$ cat src/tcm_defs.vh
`ifndef TCM_DEFS_VH
`define TCM_DEFS_VH

// Counter extremes
`define TCM_BOTTOM        8'h00
`define TCM_MAX           8'hFF

// Waveform mode codes
`define TCM_WGM_NORMAL    3'h0
`define TCM_WGM_CTC       3'h2
`define TCM_WGM_W         3

// Output-action codes, non-PWM meaning
`define TCM_COM_NONE      2'h0
`define TCM_COM_TOGGLE    2'h1
`define TCM_COM_CLEAR     2'h2
`define TCM_COM_SET       2'h3

// Prescale select codes
`define TCM_CS_STOP       3'h0
`define TCM_CS_DIV1       3'h1
`define TCM_CS_DIV8       3'h2
`define TCM_CS_DIV64      3'h3
`define TCM_CS_DIV256     3'h4
`define TCM_CS_DIV1024    3'h5

// Prescale divisor terminal counts (divisor minus one)
`define TCM_PS_W          10
`define TCM_PS_TC8        10'h007
`define TCM_PS_TC64       10'h03F
`define TCM_PS_TC256      10'h0FF
`define TCM_PS_TC1024     10'h3FF

// Reset values
`define TCM_RST_COUNT     8'h00
`define TCM_RST_OC        1'b0

`endif

$ cat src/tcm_timer.v
// Behaviour
// - A counter write blocks every compare match in the following timer cycle.
// - Output-action field takes effect at once, no double buffering.
// - System reset clears the compare output state to zero.
// - Nonzero action field puts output state on pin; direction bit still rules.
// - Pin override acts the same in every waveform mode.
// - Output states keep their values across waveform mode changes.
// - Action field zero leaves output state unchanged on a match.
// - New action setting governs from the first match after the write.
// - Force strobe applies configured action at once in non-PWM modes.
// - Counting depends only on waveform mode, never on action field.
// - Mode 0 counts up always and wraps from 0xFF to 0x00.
// - Normal mode sets overflow flag when count becomes zero; only sets.
// - Normal mode accepts a counter write at any time.
// - Mode 2 clears counter on match with compare A, its top.
// - Compare A below count makes counter run to 0xFF and wrap.
// - Clear-on-match mode raises compare A flag at each top reach.
// - Action 1 in clear-on-match mode toggles output A on each match.
// - Prescale divisor selectable among 1, 8, 64, 256 and 1024.
// - Clear-on-match mode sets overflow flag on move from max to 0x00.
// - Counter write has priority over hardware clear or count.
// - A match sets its compare flag at the next timer cycle.
// - Compare flag clears by writing one or on interrupt service.
// - Forced compare updates output but no flag and no counter change.
`timescale 1ns/1ps
`include "tcm_defs.vh"

module tcm_timer (
    // Clock and reset
    input  wire       MCLK_I,
    input  wire       RST_I,
    // Configuration
    input  wire [2:0] WAVEFORM_MODE_I,
    input  wire [2:0] CLOCK_SELECT_I,
    input  wire [1:0] ACTION_A_I,
    input  wire [1:0] ACTION_B_I,
    input  wire [7:0] COMPARE_A_VALUE_I,
    input  wire [7:0] COMPARE_B_VALUE_I,
    // Counter write port
    input  wire       COUNT_WR_I,
    input  wire [7:0] COUNT_WDATA_I,
    // Force strobes
    input  wire       FORCE_A_I,
    input  wire       FORCE_B_I,
    // Flag clears: write-one or interrupt service
    input  wire       OVF_CLR_I,
    input  wire       CMPA_CLR_I,
    input  wire       CMPB_CLR_I,
    input  wire       OVF_ACK_I,
    input  wire       CMPA_ACK_I,
    input  wire       CMPB_ACK_I,
    // Port pin data and direction
    input  wire       PORT_A_DATA_I,
    input  wire       PORT_A_DIR_I,
    input  wire       PORT_B_DATA_I,
    input  wire       PORT_B_DIR_I,
    // Status
    output reg  [7:0] TIMER_COUNT_O,
    output reg        OVERFLOW_FLAG_O,
    output reg        COMPARE_A_FLAG_O,
    output reg        COMPARE_B_FLAG_O,
    output wire       COMPARE_A_OUTPUT_O,
    output wire       COMPARE_B_OUTPUT_O,
    // Pins
    output wire       PIN_A_O,
    output wire       PIN_A_OE_O,
    output wire       PIN_B_O,
    output wire       PIN_B_OE_O
);

    wire       timer_tick;
    reg        block_match;
    reg  [7:0] next_count;
    reg        next_ovf;
    wire       non_pwm;
    wire       ctc_mode;
    wire       match_a;
    wire       match_b;
    wire       flag_a_set;
    wire       flag_b_set;
    wire       force_a;
    wire       force_b;
    wire       top_clear;
    reg        next_ovf_flag;
    reg        next_cmpa_flag;
    reg        next_cmpb_flag;

    // ----------------------------------------------------------------
    // Helpers
    // ----------------------------------------------------------------
    // One compare channel: equality seen only on a tick that no write blocks
    // Shared by both channels so A and B can never decode a match differently
    function match_hit;
        input       tick;
        input       blocked;
        input [7:0] count;
        input [7:0] value;
        begin
            match_hit = tick & ~blocked & (count == value);
        end
    endfunction

    // Leaving MAX is the only overflow step, whether by count or by clear
    // at a top of MAX; both counting branches ask the same question
    function at_wrap;
        input [7:0] count;
        begin
            at_wrap = (count == `TCM_MAX);
        end
    endfunction

    // A flag clears on a write of one or when its interrupt is serviced
    // Both sources are plain pulses of the same clock, so no edge detect
    // either clear source
    function clear_req;
        input wr_one;
        input serviced;
        begin
            clear_req = wr_one | serviced;
        end
    endfunction

    // ----------------------------------------------------------------
    // Prescaler
    // ----------------------------------------------------------------
    // Stop codes hold the divider at zero, so a restart begins a full period
    // Only the internal divider ticks; there is no external count source
    // selectable divisor
    tcm_prescaler u_prescaler (
        .clk_i  (MCLK_I),
        .rst_i  (RST_I),
        .sel_i  (CLOCK_SELECT_I),
        .tick_o (timer_tick)
    );

    // ----------------------------------------------------------------
    // Mode decode
    // ----------------------------------------------------------------
    // Codes other than 0 and 2 run as Normal here; no PWM waveform is built,
    // and those codes take no force strobe
    // mode field only
    assign ctc_mode = (WAVEFORM_MODE_I == `TCM_WGM_CTC);
    assign non_pwm  = (WAVEFORM_MODE_I == `TCM_WGM_NORMAL) | ctc_mode;

    // Matches are seen only on tick edges and not in a blocked cycle
    // A write on the same edge as a tick blocks the tick after, not this one
    // write blocks match
    assign match_a = match_hit(timer_tick, block_match, TIMER_COUNT_O, COMPARE_A_VALUE_I);
    assign match_b = match_hit(timer_tick, block_match, TIMER_COUNT_O, COMPARE_B_VALUE_I);

    // A force reaches only the output units; it never touches count or flags
    // force in non-PWM only
    assign force_a = FORCE_A_I & non_pwm;
    assign force_b = FORCE_B_I & non_pwm;

    // ----------------------------------------------------------------
    // Match blocking
    // ----------------------------------------------------------------
    // Held until the next tick consumes it, so a stopped timer still blocks
    // Writing a count equal to a compare value therefore loses that match;
    // the waveform then misses one edge, which software must allow for
    // block next tick
    always @(posedge MCLK_I) begin
        if (RST_I) begin
            block_match <= 1'b0;
        end else if (COUNT_WR_I) begin
            block_match <= 1'b1;
        end else if (timer_tick) begin
            block_match <= 1'b0;
        end
    end

    // ----------------------------------------------------------------
    // Counter
    // ----------------------------------------------------------------
    // Clear-on-match top reached on this tick; a blocked match never clears
    // clear at top
    assign top_clear = ctc_mode & match_a;

    // Next count: a write first, then a clear at top, else a step by one
    // A tick that meets a write is lost, as the write priority intends
    always @* begin
        next_count = TIMER_COUNT_O;
        next_ovf   = 1'b0;
        if (COUNT_WR_I) begin
            next_count = COUNT_WDATA_I;
        end else if (timer_tick) begin
            if (top_clear) begin
                next_count = `TCM_BOTTOM;
                // A top of MAX clears from MAX, which is an overflow too
                next_ovf   = at_wrap(TIMER_COUNT_O);
            end else begin
                next_count = TIMER_COUNT_O + 8'h01;
                next_ovf   = at_wrap(TIMER_COUNT_O);
            end
        end
    end

    // The count register drives its port directly, so readers see no glitch
    // tick qualified count
    always @(posedge MCLK_I) begin
        if (RST_I) begin
            TIMER_COUNT_O <= `TCM_RST_COUNT;
        end else begin
            TIMER_COUNT_O <= next_count;
        end
    end

    // ----------------------------------------------------------------
    // Flags
    // ----------------------------------------------------------------
    // Forced compare never reaches these terms
    // force sets no flag
    assign flag_a_set = match_a;
    assign flag_b_set = match_b;

    // Set wins over a clear in the same cycle, so no event is ever lost
    // Set terms come only from tick edges, never from a force strobe
    // write-one or service clears
    always @* begin
        next_ovf_flag  = OVERFLOW_FLAG_O;
        next_cmpa_flag = COMPARE_A_FLAG_O;
        next_cmpb_flag = COMPARE_B_FLAG_O;
        if (clear_req(OVF_CLR_I, OVF_ACK_I)) begin
            next_ovf_flag = 1'b0;
        end
        if (clear_req(CMPA_CLR_I, CMPA_ACK_I)) begin
            next_cmpa_flag = 1'b0;
        end
        if (clear_req(CMPB_CLR_I, CMPB_ACK_I)) begin
            next_cmpb_flag = 1'b0;
        end
        if (next_ovf) begin
            next_ovf_flag = 1'b1;
        end
        if (flag_a_set) begin
            next_cmpa_flag = 1'b1;
        end
        if (flag_b_set) begin
            next_cmpb_flag = 1'b1;
        end
    end

    // Flag registers; the outputs are these flip-flops with nothing after
    always @(posedge MCLK_I) begin
        if (RST_I) begin
            OVERFLOW_FLAG_O  <= 1'b0;
            COMPARE_A_FLAG_O <= 1'b0;
            COMPARE_B_FLAG_O <= 1'b0;
        end else begin
            OVERFLOW_FLAG_O  <= next_ovf_flag;
            COMPARE_A_FLAG_O <= next_cmpa_flag;
            COMPARE_B_FLAG_O <= next_cmpb_flag;
        end
    end

    // ----------------------------------------------------------------
    // Output units
    // ----------------------------------------------------------------
    // Each unit holds its own state flip-flop and no mode change resets it;
    // that is what carries the state across waveform mode switches
    // toggle on match
    tcm_outunit u_out_a (
        .clk_i       (MCLK_I),
        .rst_i       (RST_I),
        .action_i    (ACTION_A_I),
        .match_i     (match_a),
        .force_i     (force_a),
        .port_data_i (PORT_A_DATA_I),
        .port_dir_i  (PORT_A_DIR_I),
        .state_o     (COMPARE_A_OUTPUT_O),
        .pin_o       (PIN_A_O),
        .pin_oe_o    (PIN_A_OE_O)
    );

    tcm_outunit u_out_b (
        .clk_i       (MCLK_I),
        .rst_i       (RST_I),
        .action_i    (ACTION_B_I),
        .match_i     (match_b),
        .force_i     (force_b),
        .port_data_i (PORT_B_DATA_I),
        .port_dir_i  (PORT_B_DIR_I),
        .state_o     (COMPARE_B_OUTPUT_O),
        .pin_o       (PIN_B_O),
        .pin_oe_o    (PIN_B_OE_O)
    );

endmodule // tcm_timer

$ cat src/tcm_prescaler.v
`timescale 1ns/1ps
`include "tcm_defs.vh"

module tcm_prescaler (
    // Clock and reset
    input  wire       clk_i,
    input  wire       rst_i,
    // Divisor select
    input  wire [2:0] sel_i,
    // Timer tick enable
    output reg        tick_o
);

    reg  [`TCM_PS_W-1:0] div_cnt;
    reg  [`TCM_PS_W-1:0] term;

    // ----------------------------------------------------------------
    // Terminal count per divisor
    // ----------------------------------------------------------------
    always @* begin
        case (sel_i)
            `TCM_CS_DIV8:    term = `TCM_PS_TC8;
            `TCM_CS_DIV64:   term = `TCM_PS_TC64;
            `TCM_CS_DIV256:  term = `TCM_PS_TC256;
            `TCM_CS_DIV1024: term = `TCM_PS_TC1024;
            default:         term = {`TCM_PS_W{1'b0}};
        endcase
    end

    // Free running divider; select codes above DIV1024 stop the timer
    always @(posedge clk_i) begin
        if (rst_i) begin
            div_cnt <= {`TCM_PS_W{1'b0}};
            tick_o  <= 1'b0;
        end else if (sel_i == `TCM_CS_STOP || sel_i > `TCM_CS_DIV1024) begin
            div_cnt <= {`TCM_PS_W{1'b0}};
            tick_o  <= 1'b0;
        end else if (div_cnt >= term) begin
            div_cnt <= {`TCM_PS_W{1'b0}};
            tick_o  <= 1'b1;
        end else begin
            div_cnt <= div_cnt + {{(`TCM_PS_W-1){1'b0}}, 1'b1};
            tick_o  <= 1'b0;
        end
    end

endmodule // tcm_prescaler

$ cat src/tcm_outunit.v
`timescale 1ns/1ps
`include "tcm_defs.vh"

module tcm_outunit (
    // Clock and reset
    input  wire       clk_i,
    input  wire       rst_i,
    // Action control
    input  wire [1:0] action_i,
    input  wire       match_i,
    input  wire       force_i,
    // Port pin inputs
    input  wire       port_data_i,
    input  wire       port_dir_i,
    // Results
    output reg        state_o,
    output reg        pin_o,
    output reg        pin_oe_o
);

    reg next_state;
    reg hit;

    // ----------------------------------------------------------------
    // Waveform generator
    // ----------------------------------------------------------------
    // immediate action use
    always @* begin
        hit = match_i | force_i;
        next_state = state_o;
        if (hit) begin
            case (action_i)
                `TCM_COM_NONE:   next_state = state_o;
                `TCM_COM_TOGGLE: next_state = ~state_o;
                `TCM_COM_CLEAR:  next_state = 1'b0;
                `TCM_COM_SET:    next_state = 1'b1;
                default:         next_state = state_o;
            endcase
        end
    end

    always @(posedge clk_i) begin
        if (rst_i) begin
            state_o <= `TCM_RST_OC;
        end else begin
            state_o <= next_state;
        end
    end

    always @(posedge clk_i) begin
        if (rst_i) begin
            pin_o    <= 1'b0;
            pin_oe_o <= 1'b0;
        end else begin
            pin_o    <= (action_i != `TCM_COM_NONE) ? next_state : port_data_i;
            pin_oe_o <= port_dir_i;
        end
    end

endmodule // tcm_outunit

$ cat config.mk
export PLATFORM = sky130hd
export DESIGN_NAME = tcm_timer
export DESIGN_NICKNAME = d
export VERILOG_FILES = /design/src/tcm_timer.v /design/src/tcm_prescaler.v /design/src/tcm_outunit.v
export VERILOG_INCLUDE_DIRS = /design/src
export SDC_FILE = /design/constraint.sdc
export NUM_CORES = 1
export LEC_CHECK = 0
export BUFFER_PORTS_ARGS = -buffer_cell sky130_fd_sc_hd__buf_2
export CAP_MARGIN = 10
export CORE_UTILIZATION = 50
export DETAILED_ROUTE_END_ITERATION = 8
export PLACE_DENSITY_LB_ADDON = 0.12
export SLEW_MARGIN = 20
export SYNTH_ARGS = -nofsm -noshare
export SYNTH_HDL_FRONTEND = slang
export SYNTH_HIERARCHICAL = 1
export SYNTH_SLANG_ARGS = --single-unit
$ cat constraint.sdc
create_clock -name MCLK_I -period 2.1 [get_ports MCLK_I]
set_input_delay 0.21 -clock MCLK_I [delete_from_list [all_inputs] [get_ports MCLK_I]]
set_output_delay 0.21 -clock MCLK_I [all_outputs]
set_load 0.05 [all_outputs]
# Yosys cells after proc, flatten, opt, wreduce, memory -nomap -nowiden
# Index checks and enable logic that the tools add are counted.
[op_classes] add_sub_neg=2 order_cmp=2 eq_ne=14 mux=21 n_bitwise=15 n_reduce_logical=13
[op_table] operator="10-bit case mux with 4 select lines" n=1
[op_table] operator="8-bit two-way mux" n=3
[op_table] operator="8-bit equality test" n=2
[op_table] operator="1-bit two-way mux" n=15
[op_table] operator="2-bit nonzero test" n=6
[op_table] operator="10-bit by 1-bit adder with 10-bit output, second input constant" n=1
[op_table] operator="10-bit >= comparator" n=1
[op_table] operator="3-bit by 2-bit equality test with 1-bit output, second input constant" n=3
[op_table] operator="8-bit by 1-bit adder with 8-bit output, second input constant" n=1
[op_table] operator="2-bit equality test, second input constant" n=4
[op_table] operator="8-bit equality test, second input constant" n=1
[op_table] operator="1-bit case mux with 4 select lines" n=2
[op_table] operator="1-bit AND" n=6
[op_table] operator="3-bit equality test, second input constant" n=2
[op_table] operator="3-bit logical NOT" n=2
[op_table] operator="1-bit OR" n=6
[op_table] operator="2-bit by 1-bit equality test with 1-bit output, second input constant" n=2
[op_table] operator="2-bit logical NOT" n=2
[op_table] operator="3-bit greater-than comparator, second input constant" n=1
[op_table] operator="1-bit NOT" n=3
[op_table] operator="3-bit OR reduction" n=1
[op_table] operator="2-bit OR reduction" n=1
[op_table] operator="1-bit logical OR" n=1
[word_totals] register_bits=29 out_inout_bits=17

# Logic depth before layout (Yosys ltp)
[logic_depth] depth_word=7 ltp_mapped=9

# Modules after synthesis
# The synthesis kept the hierarchy.
[modules_own_cells] mod="tcm_timer" n_inst=1 cells_each=112 area_per_inst_um2=938.4 seq_area_each_um2=240.2
[modules_own_cells] mod="tcm_prescaler" n_inst=1 cells_each=82 area_per_inst_um2=739.5 seq_area_each_um2=220.2
[modules_own_cells] mod="tcm_outunit" n_inst=2 cells_each=16 area_per_inst_um2=137.6 seq_area_each_um2=60.1

# Worst setup path after synthesis
# OpenSTA, ideal clock, no wires.
[synth_path] path_type="register to register" start="register TIMER_COUNT_O[0]" end="register u_out_a.pin_o" t_arrival_ps=2051 setup_slack_ps=-21 stages_incl_launch_ff=8 n_path_buf=1 period_less_slack_ps=2121 cell_sequence="dfxtp_1 -> buf_2 -> xnor2_2 -> nand3_2 -> nor4_1 -> or3_1 -> o2111ai_1 -> a21oi_1"
[synth_between] elab_chain_cells=5
[synth_rtl] item="start, declared" line_no="tcm_timer.v:58" text="output reg [7:0] TIMER_COUNT_O,"
[synth_rtl] item="start signal, assigned" line_no="tcm_timer.v:203" text="TIMER_COUNT_O <= `TCM_RST_COUNT;"
[synth_rtl] item="start signal, assigned" line_no="tcm_timer.v:205" text="TIMER_COUNT_O <= next_count;"
[synth_rtl] item="8-bit equality test" line_no="tcm_timer.v:99" text="match_hit = tick & ~blocked & (count == value);"
[synth_rtl] item="1-bit AND" line_no="tcm_timer.v:99"
[synth_rtl] item="named net flag_a_set" line_no="tcm_timer.v:79" text="wire flag_a_set;"
[synth_rtl] item="1-bit OR" line_no="tcm_outunit.v:29" text="hit = match_i | force_i;"
[synth_rtl] item="1-bit two-way mux" line_no="tcm_outunit.v:31" text="if (hit) begin"
[synth_rtl] item="1-bit two-way mux" line_no="tcm_outunit.v:55" text="pin_o <= (action_i != `TCM_COM_NONE) ? next_state : port_data_i;"
[synth_rtl] item="end signal, assigned" line_no="tcm_outunit.v:55"
[synth_rtl] item="end, declared" line_no="tcm_outunit.v:17" text="output reg pin_o,"
# The timed path passes the listed nets, and every way through them passes these cells.
# A chain may end at the register's enable or synchronous reset.

# Worst setup path in the final report
[layout_path] start="input CLOCK_SELECT_I[1]" end="register u_prescaler.div_cnt[3]"
[layout_between] elab_chain_cells=4 elab_cells_between_ends=10 cone_classes="order compare (2); eq/ne (4); mux (1); reduce/logical (3)"
[layout_rtl] item="start, declared" line_no="tcm_timer.v:34" text="input wire [2:0] CLOCK_SELECT_I,"
[layout_rtl] item="3-bit equality test or 3-bit by 2-bit equality test with 1-bit output (tied branches)" line_no="tcm_prescaler.v:21" text="case (sel_i)"
[layout_rtl] item="10-bit case mux with 4 select lines" line_no="tcm_prescaler.v:21"
[layout_rtl] item="10-bit >= comparator" line_no="tcm_prescaler.v:38" text="end else if (div_cnt >= term) begin"
[layout_rtl] item="3-bit OR reduction (no line) *"
[layout_rtl] item="end signal, assigned" line_no="tcm_prescaler.v:36" text="div_cnt <= {`TCM_PS_W{1'b0}};"
[layout_rtl] item="end signal, assigned" line_no="tcm_prescaler.v:39" text="div_cnt <= {`TCM_PS_W{1'b0}};"
[layout_rtl] item="end signal, assigned" line_no="tcm_prescaler.v:42" text="div_cnt <= div_cnt + {{(`TCM_PS_W-1){1'b0}}, 1'b1};"
[layout_rtl] item="end, declared" line_no="tcm_prescaler.v:14" text="reg [`TCM_PS_W-1:0] div_cnt;"
# Mark *: on every way between the ends. The rest lies on a longest branch, timed or not.

==> results.json <==
{
  "rsz0062_at_grt": "no",
  "final.setup_skew_ps": 2.58,
  "io_pins": 66,
  "cts.hold.buffers_added": 0,
  "overflow": 0,
  "hold_path.class": "primary input to flop",
  "drt-total-wl_um": 4250,
  "clk_latency_ps": 270,
  "synth_area_sq_mm": 0.00195,
  "netlist.area_leader.share_pct": 29.7,
  "row_count": 22,
  "insertedDiodeCount": 0,
  "critPathKind": "primary input to flop",
  "syn_area_per_cell_sq_um": 8.64,
  "crit_fanout": 11,
  "post-route-util_pct": 64.9,
  "start_util_pct": 52.6,
  "antenna_found_initial": 0,
  "postSynthCellCount": 226,
  "timing.slew.headroom_pct": 53.3,
  "cts_buffer_depth": 2,
  "syn2layout_area_growth_pct": 23.5,
  "h-tree-depth": 2,
  "place_hpwl_um": 3330,
  "grt.total_usage_pct": 22.5,
  "setup_viol": 0,
  "vdd_drop_max_mv": 0.535,
  "finalHoldViolCount": 0,
  "io_buffer_count": 65,
  "wl_per_cell_um": 12.5,
  "post-route-period-util_pct": 88.0,
  "tns_ps": 0,
  "yosys_warnings": 6,
  "gp_congestion": 0.811,
  "fin_crit_ps": 1850,
  "yosysSeqAreaShare_pct": 29.7,
  "fin_nets": 354,
  "cts_tree": "done",
  "vias_per_cell": 5.35,
  "cts.repair.resized": 0,
  "multi_input_area_sq_mm": 0.00128,
  "yosysUniqueCellTypes": 43,
  "die_width_um": 64.5,
  "ys_ff_latch": 29,
  "synth.area.top_cells": "dfxtp_1 30%, ha_1 9.0%, xnor2_1 7.6%",
  "post_cts_buffers": 0,
  "max_cap_violations": 0,
  "drive_above_1_share_pct": 30.1,
  "drc": 0,
  "fillers": 337,
  "regArea_sq_um": 582,
  "cp.arrival_ps": 1970,
  "die_area_sq_mm": 0.00416,
  "grt_pass1_wl_um": 7400,
  "tightest_slew_ps": 698,
  "powerDensity_mw_per_mm2": 573,
  "drv_slew": 0,
  "die_h_um": 64.5,
  "cts_buffers": 5,
  "fp.coreArea_sq_mm": 0.00372,
  "grt_max_degree": 21,
  "drtIter0Drc": 61,
  "status": "finished, final reports clean",
  "yosys.area.top_type": "dfxtp_1",
  "grt_pass1_vias": 1709,
  "clkTransAtPathRegs_ps": 60,
  "dr_total_vias": 1820,
  "detail-route-antenna-nets": 0,
  "cts.sinks": 29,
  "crit_path_end_kind": "flop",
  "cp-start-kind": "primary input",
  "syn-num-nets": 289,
  "leakage_nw": 1.03,
  "max_freq_mhz": 541,
  "cp.required_ps": 2230,
  "dr.pass1.iters": 4,
  "root_buffer": "clkbuf_8"
}
## worst max-delay path, cell delays in order
cell	delay, ps
buf_2	110
inv_1	60
ha_1	200
a31oi_1	270
ha_1	210
a21oi_1	80
o21a_1	180
nor2_1	530
nor3_1	130
## per-layer routing
layer	wire (um)	vias to the layer above	GRT usage (%)	share of wire (%)
met5	0	-	0	0
met4	25	0	5.56	0.59
met3	263	4	5.28	6.2
met2	1920	59	37.5	45
met1	2040	809	29.2	48
li1	-	948	-	-
## state kept, by name, summed over array words and instances, names as in the netlist
register             flops
u_prescaler/div_cnt     10
TIMER_COUNT_O            8
COMPARE_A_FLAG_O         1
COMPARE_B_FLAG_O         1
OVERFLOW_FLAG_O          1
block_match              1
u_out_a/pin_o            1
u_out_a/pin_oe_o         1
u_out_a/state_o          1
u_out_b/pin_o            1
u_out_b/pin_oe_o         1
u_out_b/state_o          1
u_prescaler/tick_o       1
## report_power, final
group | total [mW] | internal, mW | switching, mW
Clock | 0.495 | 0.296 | 0.200
Sequential | 0.601 | 0.572 | 0.0293
Combinational | 0.286 | 0.121 | 0.164
Total | 1.38 | 0.989 | 0.393
## path summary, 6_finish.rpt
kind,depth (start not counted),slack (ps),from,end
setup reg to reg,6,270,TIMER_COUNT_O[6]$_SDFFE_PP0P_,u_out_b/pin_o$_SDFF_PP0_
setup / recovery,9,250,CLOCK_SELECT_I[1],u_prescaler/div_cnt[3]$_SDFF_PP0_
hold / removal,2,150,PORT_A_DIR_I,u_out_a/pin_oe_o$_SDFF_PP0_
hold reg to reg,2,480,OVERFLOW_FLAG_O$_SDFFE_PP0P_,OVERFLOW_FLAG_O$_SDFFE_PP0P_
## metrics by stage
| stage | total power, mW | cells | worst slack, ps | hold slack, ps | instance area (sq um) |
|---|---|---|---|---|---|
| 2_1_floorplan | 0.805 | 226 | 4.09 | 279 | 1950 |
| 3_3_place_gp | 0.894 | 332 | 37.5 | 421 | 2310 |
| 3_5_place_dp | 0.898 | 332 | -41.4 | 431 | 2310 |
| 4_1_cts | 1.40 | 340 | 239 | 146 | 2410 |
| 5_1_grt | 1.46 | 340 | 45.4 | 159 | 2410 |
| 6_report | 1.38 | 340 | 252 | 150 | 2410 |
## synthesized netlist by cell type (all sizes together)
cell and instances:
or2b 2, or2 2, and3 2, xnor2 20, o211ai 3, clkbuf 3
a32oi 2, and2 2, inv 10, nor2 13, nand4 7, a211o 1
o22ai 3, buf 7, nor4b 1, or3 3, nand3 13, a31oi 2
and4 1, ha 14, nor3 13, dfxtp 29, a21oi 14, or4 1
nand2b 7, o2111ai 2, nor3b 10, nand2 11, xor2 7, o21ai 1
nor2b 4, o21a 4, nor4 4, o32ai 6, o21bai 2
## cells in the final DEF (no fill, tap or decap), types with 7 or more instances in the layout
master | Yosys | layout
nor3b_1 | 10 | 10
nand2b_1 | 7 | 7
nor3_1 | 13 | 13
xor2_1 | 7 | 7
clkbuf_8 | 0 | 7
buf_2 | 5 | 65
ha_1 | 14 | 14
nor2_1 | 13 | 13
a21oi_1 | 14 | 14
dfxtp_1 | 29 | 28
xnor2_1 | 17 | 17
nand3_1 | 11 | 11
inv_1 | 10 | 10
nand4_1 | 7 | 7
nand2_1 | 11 | 11
## logic make-up after synthesis
group	Yosys count	synth area share, %
flops	29	29.7
fa+ha+maj	14	8.97
xor+xnor	27	13.3
buf+inv	20	4.55
compound gates	40	14.5
simple gates	96	29.0
## final cells by class
class | instances | area share (%)
Inverter | 10 | 1.56
Timing Repair Buffer | 68 | 14.4
Multi-Input combinational cell | 177 | 53.2
Sequential cell | 29 | 24.1
Tap cell | 48 | 2.49
Clock buffer | 7 | 3.99
Clock inverter | 1 | 0.207
No activity file was read; power rests on OpenSTA's default activity.
